==> src/acs_pkg.sv <==
// Package for the converter sequencer: register map, fields, timing
package acs_pkg;

  // ****************************************************************
  // Register offsets
  // ****************************************************************
  localparam logic [2:0] ACS_OFF_CTRL0 = 3'h0;
  localparam logic [2:0] ACS_OFF_CTRL2 = 3'h1;
  localparam logic [2:0] ACS_OFF_RESH = 3'h2;
  localparam logic [2:0] ACS_OFF_RESL = 3'h3;
  localparam logic [2:0] ACS_OFF_FLAG = 3'h4;
  localparam logic [2:0] ACS_OFF_IEN = 3'h5;

  // ****************************************************************
  // Field positions
  // ****************************************************************
  localparam int ACS_BIT_ENABLE = 0;
  localparam int ACS_BIT_GO = 1;
  localparam int ACS_CHS_LSB = 2;
  localparam int ACS_ADCS_LSB = 0;
  localparam int ACS_ACQT_LSB = 3;
  localparam int ACS_BIT_FMT = 7;
  localparam int ACS_BIT_DONE = 6;

  // ****************************************************************
  // Values after reset and timing
  // ****************************************************************
  localparam logic [7:0] ACS_RST_BYTE = 8'h00;
  localparam logic [9:0] ACS_RST_RES = 10'h000;
  localparam int ACS_RES_BITS = 10;
  localparam logic [4:0] ACS_CONV_TADS = 5'h0b;
  localparam logic [4:0] ACS_GAP_TADS = 5'h02;
  localparam logic [4:0] ACS_START_TADS = 5'h01;
  localparam int ACS_INSTR_CYCLES = 4;

  // ****************************************************************
  // Types
  // ****************************************************************
  typedef enum {
    ACS_IDLE,
    ACS_WAIT_INSTR,
    ACS_ACQ,
    ACS_CONV,
    ACS_GAP
  } acs_state_t;

  typedef struct packed {
    logic [2:0] addr;
    logic [7:0] wdata;
    logic wr;
    logic rd;
  } acs_bus_t;

  typedef struct packed {
    logic converter_enable;
    logic go;
    logic [3:0] channel_select;
    logic result_format_select;
    logic [2:0] acquisition_time_select;
    logic [2:0] conv_clock_select;
    logic conv_done_flag;
    logic conv_irq_enable;
    logic [9:0] result;
    logic [9:0] sar;
    logic [3:0] bit_idx;
    logic [5:0] div_cnt;
    logic [4:0] tad_cnt;
    logic [2:0] instr_cnt;
    logic asleep_off;
    acs_state_t state;
    logic [7:0] rdata;
    logic wake;
    logic timer_clr;
    logic sample;
    logic discharge;
    logic [3:0] chan;
    logic [9:0] dac;
  } acs_regs_t;

endpackage : acs_pkg

==> src/acs_sequencer.sv <==
// Conversion sequencer for a 10-bit successive-approximation converter
import acs_pkg::*;

// Functional notes
// RQ1: Done flag set on every completion
// RQ2: Done flag cleared only by software
// RQ3: Enabled interrupt wakes sleeping device
// RQ4: Clock select picks divider or RC
// RQ5: Software uses RC above 1 MHz only sleeping
// RQ6: Result presented left or right justified
// RQ7: Format one right, zero left justifies
// RQ8: Converter works only while enabled
// RQ9: Go starts conversion or acquisition first
// RQ10: Acquisition code 010 gives 4 periods
// RQ11: Acquisition codes map 0..20 periods
// RQ12: Zero delay starts one instruction later
// RQ13: Software avoids go with enable write
// RQ14: Completion clears go, flags, loads result
// RQ15: Conversion takes eleven bit periods
// RQ16: Capacitor array discharged after each sample
// RQ17: Abort writes partial result, bits extended
// RQ18: Reset clears registers, stops converter
// RQ19: Two periods wait before next acquisition
// RQ20: System keeps clock source during conversion
// RQ21: Software selects RC below 1 MHz
// RQ22: RC clock adds one instruction delay; after a nonzero acquisition code the RC path waits two
// RQ23: Sleep completion without irq powers down
// RQ24: Sleep with non-RC clock aborts conversion
// RQ25: Trigger sets go, clears timer counter
// RQ26: Software waits acquisition with zero delay
// RQ27: Channel field selects inputs, DAC, reference
// RQ28: One bit per period, MSB first
// RQ29: Go reads one until completion or abort
module acs_sequencer #(
  parameter int RES_BITS = ACS_RES_BITS,
  parameter int INSTR_CYCLES = ACS_INSTR_CYCLES
) (
  // Clock, reset, enable
  input wire logic CLK_I,
  input wire logic ARST_N_I,
  input wire logic CE_I,
  // Register port
  input wire logic [2:0] ADDR_I,
  input wire logic [7:0] WDATA_I,
  input wire logic WR_I,
  input wire logic RD_I,
  output logic [7:0] RDATA_O,
  // System
  input wire logic SLEEP_I,
  input wire logic RC_TICK_I,
  input wire logic TRIGGER_I,
  output logic WAKE_O,
  output logic TIMER_CLR_O,
  // Analog front end
  input wire logic CMP_I,
  output logic SAMPLE_O,
  output logic DISCHARGE_O,
  output logic [3:0] CHANNEL_O,
  output logic [9:0] DAC_O
);

  // ****************************************************************
  // Helpers
  // ****************************************************************
  // RQ11: acquisition delay table
  function automatic logic [4:0] acq_tads(input logic [2:0] code);
    case (code)
      3'h0: acq_tads = 5'h00;
      3'h1: acq_tads = 5'h02;
      // RQ10: code 010 gives four periods
      3'h2: acq_tads = 5'h04;
      3'h3: acq_tads = 5'h06;
      3'h4: acq_tads = 5'h08;
      3'h5: acq_tads = 5'h0c;
      3'h6: acq_tads = 5'h10;
      default: acq_tads = 5'h14;
    endcase
  endfunction : acq_tads

  // RQ4: bit period of divider in clocks, minus one
  function automatic logic [5:0] div_last(input logic [2:0] sel);
    case (sel)
      3'h0: div_last = 6'h01;
      3'h4: div_last = 6'h03;
      3'h1: div_last = 6'h07;
      3'h5: div_last = 6'h0f;
      3'h2: div_last = 6'h1f;
      3'h6: div_last = 6'h3f;
      default: div_last = 6'h00;
    endcase
  endfunction : div_last

  function automatic logic is_rc(input logic [2:0] sel);
    is_rc = (sel[1:0] == 2'h3);
  endfunction : is_rc

  acs_regs_t q, d;
  logic conv_bit_period;

  // RQ4: bit period strobe from divider or RC clock
  assign conv_bit_period = is_rc(q.conv_clock_select) ? RC_TICK_I :
               (q.div_cnt == div_last(q.conv_clock_select));

  // ****************************************************************
  // Next state
  // ****************************************************************
  always_comb begin
    logic [9:0] fill;
    logic done_evt;
    logic abort;
    fill = '0;
    done_evt = 1'b0;
    abort = 1'b0;
    d = q;
    d.wake = 1'b0;
    d.timer_clr = 1'b0;
    d.discharge = 1'b0;
    d.rdata = ACS_RST_BYTE;

    if (q.state == ACS_IDLE || conv_bit_period || is_rc(q.conv_clock_select)) begin
      d.div_cnt = '0;
    end else begin
      d.div_cnt = q.div_cnt + 6'h01;
    end

    // Register writes
    if (WR_I) begin
      case (ADDR_I)
        ACS_OFF_CTRL0: begin
          d.converter_enable = WDATA_I[ACS_BIT_ENABLE];
          d.channel_select = WDATA_I[ACS_CHS_LSB +: 4];
          // RQ29: go set only by one, cleared by zero
          if (WDATA_I[ACS_BIT_GO]) begin
            d.go = 1'b1;
          end else if (q.go) begin
            abort = 1'b1;
          end
        end
        ACS_OFF_CTRL2: begin
          d.result_format_select = WDATA_I[ACS_BIT_FMT];
          d.acquisition_time_select = WDATA_I[ACS_ACQT_LSB +: 3];
          d.conv_clock_select = WDATA_I[ACS_ADCS_LSB +: 3];
        end
        ACS_OFF_FLAG: begin
          // RQ2: only software clears the flag
          d.conv_done_flag = WDATA_I[ACS_BIT_DONE];
        end
        ACS_OFF_IEN: begin
          d.conv_irq_enable = WDATA_I[ACS_BIT_DONE];
        end
        default: begin
        end
      endcase
    end

    // RQ25: trigger sets go and clears timer
    if (TRIGGER_I && q.converter_enable) begin
      d.go = 1'b1;
      d.timer_clr = 1'b1;
    end

    // RQ24: sleep with divided clock aborts and powers down
    if (SLEEP_I && !is_rc(q.conv_clock_select) && q.state != ACS_IDLE
        && q.state != ACS_GAP) begin
      abort = 1'b1;
      d.asleep_off = 1'b1;
    end
    if (!SLEEP_I) begin
      d.asleep_off = 1'b0;
    end

    case (q.state)
      ACS_IDLE: begin
        d.sample = q.converter_enable;
        // RQ8: nothing starts unless enabled
        if (q.go && q.converter_enable && !q.asleep_off) begin
          d.instr_cnt = '0;
          d.tad_cnt = acq_tads(q.acquisition_time_select);
          // RQ9: zero code starts, else acquire first
          d.state = (q.acquisition_time_select == 3'h0) ?
                    ACS_WAIT_INSTR : ACS_ACQ;
        end
      end
      ACS_WAIT_INSTR: begin
        // RQ12: one instruction; RQ22: RC adds another
        d.instr_cnt = q.instr_cnt + 3'h1;
        if (q.instr_cnt == 3'(INSTR_CYCLES *
            (is_rc(q.conv_clock_select) ? 2 : 1) - 1)) begin
          d.sample = 1'b0;
          d.sar = 10'(1 << (RES_BITS - 1));
          d.bit_idx = 4'(RES_BITS - 1);
          d.tad_cnt = ACS_CONV_TADS;
          d.state = ACS_CONV;
        end
      end
      ACS_ACQ: begin
        if (conv_bit_period) begin
          d.tad_cnt = q.tad_cnt - 5'h01;
          if (q.tad_cnt == ACS_START_TADS) begin
            d.instr_cnt = '0;
            d.state = is_rc(q.conv_clock_select) ? ACS_WAIT_INSTR :
                      ACS_CONV;
            d.sample = is_rc(q.conv_clock_select);
            d.sar = 10'(1 << (RES_BITS - 1));
            d.bit_idx = 4'(RES_BITS - 1);
            d.tad_cnt = ACS_CONV_TADS;
          end
        end
      end
      ACS_CONV: begin
        // RQ15: eleven periods; RQ28: MSB first
        if (conv_bit_period) begin
          d.tad_cnt = q.tad_cnt - 5'h01;
          if (q.tad_cnt <= 5'(RES_BITS) && q.tad_cnt != 5'h00) begin
            if (!CMP_I) begin
              d.sar[q.bit_idx] = 1'b0;
            end
            if (q.bit_idx != 4'h0) begin
              d.sar[q.bit_idx - 4'h1] = 1'b1;
              d.bit_idx = q.bit_idx - 4'h1;
            end
          end
          if (q.tad_cnt == ACS_START_TADS) begin
            done_evt = 1'b1;
          end
        end
      end
      ACS_GAP: begin
        // RQ19: two periods before next acquisition
        if (conv_bit_period) begin
          d.tad_cnt = q.tad_cnt - 5'h01;
          if (q.tad_cnt == ACS_START_TADS) begin
            d.state = ACS_IDLE;
            d.sample = q.converter_enable;
          end
        end
      end
      default: begin
        d.state = ACS_IDLE;
      end
    endcase

    // RQ14: completion clears go, flags, loads result
    if (done_evt) begin
      d.go = 1'b0;
      // RQ1: flag set regardless of enable
      d.conv_done_flag = 1'b1;
      d.result = d.sar;
      d.state = ACS_GAP;
      d.tad_cnt = ACS_GAP_TADS;
      // RQ16: discharge after every sample
      d.discharge = 1'b1;
      // RQ3: wake on enabled interrupt in sleep
      d.wake = SLEEP_I && q.conv_irq_enable;
      // RQ23: no interrupt in sleep powers down
      d.asleep_off = SLEEP_I && !q.conv_irq_enable;
    end else if (abort && q.state != ACS_IDLE && q.state != ACS_GAP) begin
      // RQ17: unconverted bits copy last converted bit
      d.go = 1'b0;
      if (q.state == ACS_CONV && q.bit_idx != 4'(RES_BITS - 1)) begin
        for (int i = 0; i < RES_BITS; i++) begin
          fill[i] = (4'(i) > q.bit_idx) ? q.sar[i] : q.sar[q.bit_idx + 4'h1];
        end
        d.result = fill;
      end
      d.state = ACS_GAP;
      d.tad_cnt = ACS_GAP_TADS;
      d.discharge = 1'b1;
      d.sample = 1'b0;
    end else if (abort) begin
      d.go = 1'b0;
    end

    // Converter off cancels any activity
    if (!d.converter_enable) begin
      d.state = ACS_IDLE;
      d.go = 1'b0;
      d.sample = 1'b0;
    end

    // RQ2: set wins over a same-cycle software clear
    if (done_evt) begin
      d.conv_done_flag = 1'b1;
    end

    // RQ27: channel code drives the mux directly
    d.chan = q.channel_select;
    // Trial word leaves with the SAR itself, so the comparator settles
    // within the shortest bit period of two clocks
    d.dac = d.sar;

    if (RD_I) begin
      case (ADDR_I)
        ACS_OFF_CTRL0: d.rdata = {2'h0, q.channel_select, q.go,
                                  q.converter_enable};
        ACS_OFF_CTRL2: d.rdata = {q.result_format_select, 1'b0,
                                  q.acquisition_time_select,
                                  q.conv_clock_select};
        // RQ6: RQ7: justified presentation
        ACS_OFF_RESH: d.rdata = q.result_format_select ?
                                {6'h00, q.result[9:8]} : q.result[9:2];
        ACS_OFF_RESL: d.rdata = q.result_format_select ?
                                q.result[7:0] : {q.result[1:0], 6'h00};
        ACS_OFF_FLAG: d.rdata = {1'b0, q.conv_done_flag, 6'h00};
        ACS_OFF_IEN: d.rdata = {1'b0, q.conv_irq_enable, 6'h00};
        default: d.rdata = ACS_RST_BYTE;
      endcase
    end
  end

  // ****************************************************************
  // State register
  // ****************************************************************
  // RQ18: reset returns all to defaults, converter off
  always_ff @(posedge CLK_I or negedge ARST_N_I) begin
    if (!ARST_N_I) begin
      q <= '0;
      q.state <= ACS_IDLE;
    end else if (CE_I) begin
      q <= d;
    end
  end

  assign RDATA_O = q.rdata;
  assign WAKE_O = q.wake;
  assign TIMER_CLR_O = q.timer_clr;
  assign SAMPLE_O = q.sample;
  assign DISCHARGE_O = q.discharge;
  assign CHANNEL_O = q.chan;
  assign DAC_O = q.dac;

endmodule : acs_sequencer

==> config.mk <==
export PLATFORM = sky130hd
export DESIGN_NAME = acs_sequencer
export DESIGN_NICKNAME = d
export VERILOG_FILES = /design/src/acs_pkg.sv /design/src/acs_sequencer.sv
export SDC_FILE = /design/constraint.sdc
export NUM_CORES = 1
export LEC_CHECK = 0
export BUFFER_PORTS_ARGS = -buffer_cell sky130_fd_sc_hd__buf_2
export CORE_UTILIZATION = 55
export CTS_BUF_LIST = sky130_fd_sc_hd__clkbuf_2
export DETAILED_ROUTE_END_ITERATION = 10
export HOLD_SLACK_MARGIN = 0.05
export PLACE_DENSITY = 0.8
export SLEW_MARGIN = 20
export SYNTH_ARGS = -nofsm -noshare
export SYNTH_HDL_FRONTEND = slang
export SYNTH_SLANG_ARGS = --single-unit
==> constraint.sdc <==
create_clock -name CLK_I -period 3.1 [get_ports CLK_I]
set_clock_uncertainty 0.1 [all_clocks]
set_input_delay 0.31 -clock CLK_I [delete_from_list [all_inputs] [get_ports CLK_I]]
set_output_delay 0.31 -clock CLK_I [all_outputs]
set_load 0.02 [all_outputs]
==> results.txt, run 1 <==
Status: complete, but fails checks
Nets: 661
Gate Count Post-Synth: 575
Critical path type: flip-flop to flip-flop
Start of the worst register-to-register path: q[100]
Register area share after synthesis: 0.3600
Grt total ovfl: 0
GP Congestion: 0.9700
CP max stage delay: 0.47 ns
M2 GR Usage: 0.5081
Clk slew on worst S/H paths: 0.22 ns
Fill count: 735
Final Hold Fails: 0
Critical path arrival: 3.31 ns
Maximum buffer depth of the clock tree: 2
Ys async rst share: 1.000
Warnings, synthesis: 0
Vias: 4,792
CTS tree: yes
Flops & latches, synth: 73
DR vias/cell: 6.502
Die width: 98.05 um
Initial DRC count: 391
Port bufs: 45
Hold crit path type: input pin to flip-flop
Worst hold stages: 3
First-pass GRT wire length: 24.16 mm
Synth unique cells: 72
Tightest Pin Transition: 0.7705 ns
Max VDD drop: 441.0 uV
Gr busiest metal: met2
Primary FF master, synth: dfrtp_1
Most common cell after layout, fill and taps aside: dfrtp_1
Die area: 0.009613 sq mm
WHS: 0.09352 ns
Area grow syn2layout: 12.90%
Violations in the final reports: DRC
Final ANT Viol Nets: 0
Die height: 98.05 um
Pwr/cell area: 680.3 mW/mm^2
Core Area: 0.008806 sq mm
WL final: 14.51 mm
Post-placement cell count: 704
GR Util All Layers: 0.3205
Post-Syn Nets: 611
Row cnt: 34
Clock latency at the later pin of the worst-skew pair: 0.54 ns
Leak: 2.602 nW
Detailed-route DRC error count: 5
Max_slew headroom: 0.4864
Min-Delay Endpoint: TIMER_CLR_O
Largest net degree at the start of global routing: 45
Initial Util: 0.5762
Root buffer cell: clkbuf_2
IO Pins: 46
TritonCTS Buffers: 9
Hold path start: TRIGGER_I
Initial antenna violation count: 0
Critical path endpoint category: flip-flop
Cell area after synthesis: 0.005074 sq mm
H-tree depth: 3
Register-to-Register Path Depth: 12
Synthesized area per cell: 8.824 sq um
Antenna diodes: 0
R2R setup slack: 0.10 ns
Layout cells sized above 1: 0.2305
Met1 global-route usage: 0.4355
Final max-slew violation count: 0
Crit-path cells: inv_2 > ha_1 > nor2b_1 > a2111oi_2 > nand4_2 > buf_4 > o21ai_4 > a21oi_2 > or3_1 > buf_4 > nor3_2 > a211oi_1
Post-DP HPWL: 10.43 mm
Setup violations, final: 0
Peak Freq: 0.3334 GHz
Clk sink count: 73
CP Max Fanout: 6
Cell mode on critical path: buf_4
Met3 usage: 0.06729
Post-synth EDFFs: 0
Final Non-Filler Cells: 737
Worst Path Required: 3.41 ns
Worst r2r dst: q[90]
Number of global-route vias before repair: 4,713
Final period utilization: 0.9677
1st-pass router iterations: 8
Worst setup SP type: flip-flop
WL/cell: 19.68 um
Most frequent cells in the layout: 73 x dfrtp_1, 63 x nand2_1, 45 x buf_2, 44 x o21ai_0, 38 x nor2_1
Max stage delay cell, worst path: dfrtp_1
Max-cap violations: 0
Post-layout minimum cycle time: 3.000 ns
-- timing repair --
| action | 4_1_cts | 5_1_grt |
|---|---|---|
| setup buffers | 2 | 5 |
| pin swaps | 1 | 7 |
| setup endpoints to repair | 10 | 32 |
| endpoints found under the hold margin | 47 | 0 |
| hold buffers | 11 | 0 |
| gates resized for setup | 1 | 14 |
-- Yosys cell counts, types with 10 or more instances --
cell type  count  area [sq um]
dfrtp_1       73          1827
nand2_1       63         236.5
o21ai_0       46         230.2
nor2_1        38         142.6
a21oi_1       34         170.2
buf_4         23         172.7
inv_1         22         82.58
a31oi_1       21         131.4
clkbuf_1      21         78.83
mux2_2        19         214.0
nand3_1       17         85.08
ha_1          16         200.2
mux2i_1       16         160.2
nor3_1        16         80.08
nor2b_1       10         62.56
o2bb2ai_1     10         87.58
-- worst max path at each step --
| stage | to | slack [ns] | start |
|---|---|---|---|
| 2_1_floorplan | q[66] | 0.20 | q[99] |
| 3_3_place_gp | DAC_O[6] | 0.10 | q[100] |
| 3_5_place_dp | DAC_O[4] | -0.05 | q[100] |
| 4_1_cts | q[74] | 0.05 | q[100] |
| 5_1_grt | q[87] | -0.02 | q[100] |
| 6_report | q[90] | 0.10 | q[100] |
-- state kept, by name, summed over array words and instances, names as in the netlist --
signal and count:
CHANNEL_O 4, DAC_O 10, DISCHARGE_O 1, RDATA_O 8, SAMPLE_O 1, TIMER_CLR_O 1
WAKE_O 1, d 4, q 43
-- area by class of cell --
cell class / instances / area [sq um] / share of cell area
well taps: 108 / 135.1 / 0.02359
multi-input cells: 426 / 2923 / 0.5103
clock buffers: 9 / 45.04 / 0.007864
clock inverters: 6 / 90.09 / 0.01573
repair buffers: 92 / 621.8 / 0.1086
flip-flops and latches: 73 / 1827 / 0.3189
inverters: 23 / 86.33 / 0.01507
-- critical path, delay by kind of cell (launching register included) --
kind / cells / cell delay, ns
AND/OR/NAND/NOR: 4 / 0.90
AO/OA/AOI/OAI: 4 / 0.65
flip-flops: 1 / 0.47
buffers and inverters: 3 / 0.45
adder cells (fa/ha/maj): 1 / 0.29
-- metal layers --
layer  wire [um]  part of all wire
met1        6192              0.43
met2        6711              0.46
met4         361             0.025
met5           0                 0
met3        1241             0.086
-- per-stage QoR --
stage / utilization / setup WS, ns / setup TNS (ns) / power [mW] / cell area (sq um)
2_1_floorplan: - / 0.1971 / 0 / 2.623 / 5074
3_3_place_gp: 0.6091 / 0.1015 / 0 / 3.087 / 5364
3_5_place_dp: 0.6100 / -0.04604 / -0.1263 / 3.141 / 5371
4_1_cts: 0.6401 / 0.04954 / 0 / 3.803 / 5637
5_1_grt: 0.6505 / -0.02034 / -0.06832 / 4.147 / 5728
6_report: 0.6505 / 0.1003 / 0 / 3.897 / 5728
-- power breakdown --
| group | internal [mW] | total (mW) | switching, mW |
|---|---|---|---|
| clock | 0.267 | 0.649 | 0.382 |
| combinational | 0.720 | 1.83 | 1.11 |
| sequential | 1.16 | 1.42 | 0.258 |
-- cells by family (layout without fill, tap and decap cells) --
group	after synthesis	in the layout	synth area share
AO/OA/AOI/OAI	172	172	0.2264
XOR/XNOR	10	10	0.01726
adder cells (fa/ha/maj)	16	16	0.03946
buffers and inverters	76	130	0.07620
flip-flops	73	73	0.3600
multiplexers	37	37	0.08261
AND/OR/NAND/NOR	191	191	0.1980
Power figures use the tool's default switching activity.
==> run 2: changes to the inputs <==
- ABC_AREA: not set -> 1
- PLACE_DENSITY: 0.8 -> 0.81
==> results.txt, run 2 <==
CP delay by family, top: simple AND/OR/NAND/NOR gates
DR vias/cell: 5.651 (-13%)
Most common cell after layout, fill and taps aside: nand2_1
First-pass GRT wire length: 23.56 mm (-2.5%)
Register-to-Register Path Depth: 15 (+3)
WL/cell: 15.02 um (-24%)
PostCTS Resize Cnt: 0 (-1)
Stages on worst setup path: 15 (+3)
Synth Area in XOR/XNOR: 0.01325 (-0.004014)
Critical path type: flip-flop to flip-flop
Die area: 0.01001 sq mm (+4.2%)
Worst hold stages: 4 (+1)
Setup violations, final: 0 (unchanged)
Ys async rst share: 1.000 (unchanged)
Hold path start: ADDR_I[1]
Post-synth EDFFs: 0 (unchanged)
Clk slew on worst S/H paths: 0.27 ns (+0.05 ns)
Clk sink count: 73 (unchanged)
Synthesized area per cell: 6.833 sq um (-23%)
Max-cap violations: 0 (unchanged)
Final period utilization: 0.8967 (-0.07094)
Area grow syn2layout: 7.192%
Register area share after synthesis: 0.3454 (-0.01465)
Most frequent cells in the layout: 227 x nand2_1, 89 x inv_1, 74 x o21ai_0, 73 x dfrtp_1, 67 x nand3_1
Hold crit path type: input pin to flip-flop
Worst Path Required: 3.43 ns (+0.02 ns)
Row cnt: 35 (+2.9%)
Status: complete, no violations
CP max stage delay: 0.46 ns (about the same)
Clock latency at the later pin of the worst-skew pair: 0.56 ns (+0.02 ns)
Crit-path cells: inv_1 > ha_1 > inv_1 > nand2_1 > nand3_1 > a21oi_1 > nand3_1 > nand2_2 > nand3_2 > a21oi_2 > nand2_1 > nand2_1 > nand2_1 > nand2_1 > nand2_1
Gate Count Post-Synth: 774 (+35%)
TritonCTS Buffers: 9 (unchanged)
GP Congestion: 0.9608 (-0.95%)
R2R setup slack: 0.32 ns (+0.22 ns)
WHS: 0.04419 ns (-0.04934 ns)
Port bufs: 45 (unchanged)
Synth unique cells: 48 (-33%)
Max reg flops: 43 (unchanged)
WL final: 14.07 mm (-3.0%)
GR Util All Layers: 0.2959 (-0.02460)
Critical path arrival: 3.11 ns (-0.20 ns)
Max_slew headroom: 0.3827 (-0.1037)
Number of global-route vias before repair: 5,120 (+8.6%)
Maximum buffer depth of the clock tree: 2 (unchanged)
CP Max Fanout: 15 (+9)
H-tree depth: 3 (unchanged)
Max stage delay cell, worst path: dfrtp_1
Worst setup SP type: flip-flop
Flops & latches, synth: 73 (unchanged)
CTS tree: yes
Min-Delay Endpoint: q[98]
Cell mode on critical path: nand2_1
Primary FF master, synth: dfrtp_1
Pwr/cell area: 715.7 mW/mm^2 (+5.2%)
Antenna diodes: 0 (unchanged)
Unrepaired setup endpoints after global routing: no
Final max-slew violation count: 0 (unchanged)
Max VDD drop: 415.0 uV (-5.9%)
Post-synth top area cell: dfrtp_1
Die height: 100.1 um (+2.1%)
Initial antenna violation count: 0 (unchanged)
Final Hold Fails: 0 (unchanged)
Start of the worst register-to-register path: q[99]
Most flops, register: q
Post-Syn Nets: 810 (+33%)
Power Total: 4.058 mW (+4.1%)
Tightest Pin Transition: 0.9260 ns (+0.1556 ns)
Largest net degree at the start of global routing: 74 (+64%)
Die width: 100.1 um (+2.1%)
Top post-synthesis cells by count: 227 x nand2_1, 89 x inv_1, 74 x o21ai_0, 73 x dfrtp_1, 67 x nand3_1
1st-pass router iterations: 5 (-3)
Combinational family with the most area after synthesis: simple AND/OR/NAND/NOR gates
Compound-gate portion of the synthesized area: 0.1618 (-0.06457)
Root buffer cell: clkbuf_2
Post-synthesis simple-gate area fraction: 0.3232 (+0.1251)
Warnings, synthesis: 0 (unchanged)
Layout cells sized above 1: 0.1089 (-0.1216)
Detailed-route DRC error count: 0 (-5)
Cells taking the most area after synthesis: dfrtp_1 35%, nand2_1 16%, o21ai_0 7.0%, nand3_1 6.3%, inv_1 6.3%
Critical path endpoint category: flip-flop
Final ANT Viol Nets: 0 (unchanged)
Nets: 839 (+27%)
Number of post-CTS setup repair buffers: 0 (-2)
Initial DRC count: 366 (-6.4%)
Share of the synthesized area in the top cell type: 0.3454 (-0.01465)
Cell area after synthesis: 0.005289 sq mm (+4.2%)
Top-count cell post-synth: nand2_1
Hold Buf Count CTS: 12 (+1)
Worst r2r dst: q[28]
Leak: 2.812 nW (+8.1%)
Vias: 5,295 (+10%)
Grt total ovfl: 0 (unchanged)
IO Pins: 46 (unchanged)
Core Area: 0.009284 sq mm (+5.4%)
Setup TNS: 0 ns (unchanged)
Peak Freq: 0.3597 GHz (+7.9%)
Util after Layout: 0.6106 (-0.03982)
Post-layout minimum cycle time: 2.780 ns (-0.2199 ns)
Mux cell area share after synthesis: 0.001893 (-0.08072)
Worst path bufs/invs: 2 (-1)
Initial Util: 0.5697 (-0.006481)
Adder-cell share of the synthesized area: 0.03785 (-0.001606)
Post-DP HPWL: 10.43 mm (about the same)
run 2: changes by cell type after synthesis, sizes merged, moves of 14 or more:
| cell | change |
|---|---|
| nand2 | +169 |
| inv | +69 |
| nand3 | +51 |
| o21ai | +32 |
| nor2 | +26 |
| mux2 | -19 |
| mux2i | -15 |
| a21oi | -14 |
| a31oi | -14 |
run 2: tightest hold or removal path, cell delays in order:
cell and delay (ns):
buf_2 0.14, nor3b_1 0.09, nand3_1 0.07, o211ai_1 0.08
run 2: logic make-up (layout without fill, tap and decap cells):
| group | count (synthesis) | after routing |
|---|---|---|
| XOR/XNOR | 8 | 8 |
| adder cells (fa/ha/maj) | 16 | 16 |
| flip-flops | 73 | 73 |
| multiplexers | 1 | 1 |
| buffers and inverters | 136 | 170 |
| AND/OR/NAND/NOR | 396 | 396 |
| AO/OA/AOI/OAI | 144 | 144 |
run 2: worst max path at each step:
stage,start,to
2_1_floorplan,q[73],q[88]
3_3_place_gp,q[99],q[62]
3_5_place_dp,q[99],q[62]
4_1_cts,q[99],q[28]
5_1_grt,q[99],q[62]
6_report,q[99],q[28]
run 2: area by class of cell:
cell class,count,area [sq um]
inverter,92,345.3
sequential,73,1827
fill,881,3615
multi-input combinational,565,2845
timing repair buffer,62,385.4
clock buffer,9,45.04
tap,129,161.4
clock inverter,7,60.06
run 2: layer usage:
layer,vias up,track usage,share of wire
met5,-,0,0
met4,0,0.1505,0.037
met3,50,0.04526,0.060
met2,200,0.4934,0.46
met1,2458,0.3745,0.44
li1,2587,-,-
run 2: report_power, final:
group	internal (mW)	leakage [nW]	switching, mW
registers	1.15	0.972	0.262
logic	0.701	1.78	1.42
clock network	0.119	0.0575	0.405
total	1.97	2.81	2.09
run 2: metrics by stage:
stage	setup WS (ns)	std cells	cell area [sq um]
2_1_floorplan	0.8857	774	5289
5_1_grt	0.05304	937	5669
6_report	0.3202	937	5669
3_3_place_gp	0.4961	909	5444
4_1_cts	0.3797	937	5669
3_5_place_dp	0.4014	909	5444
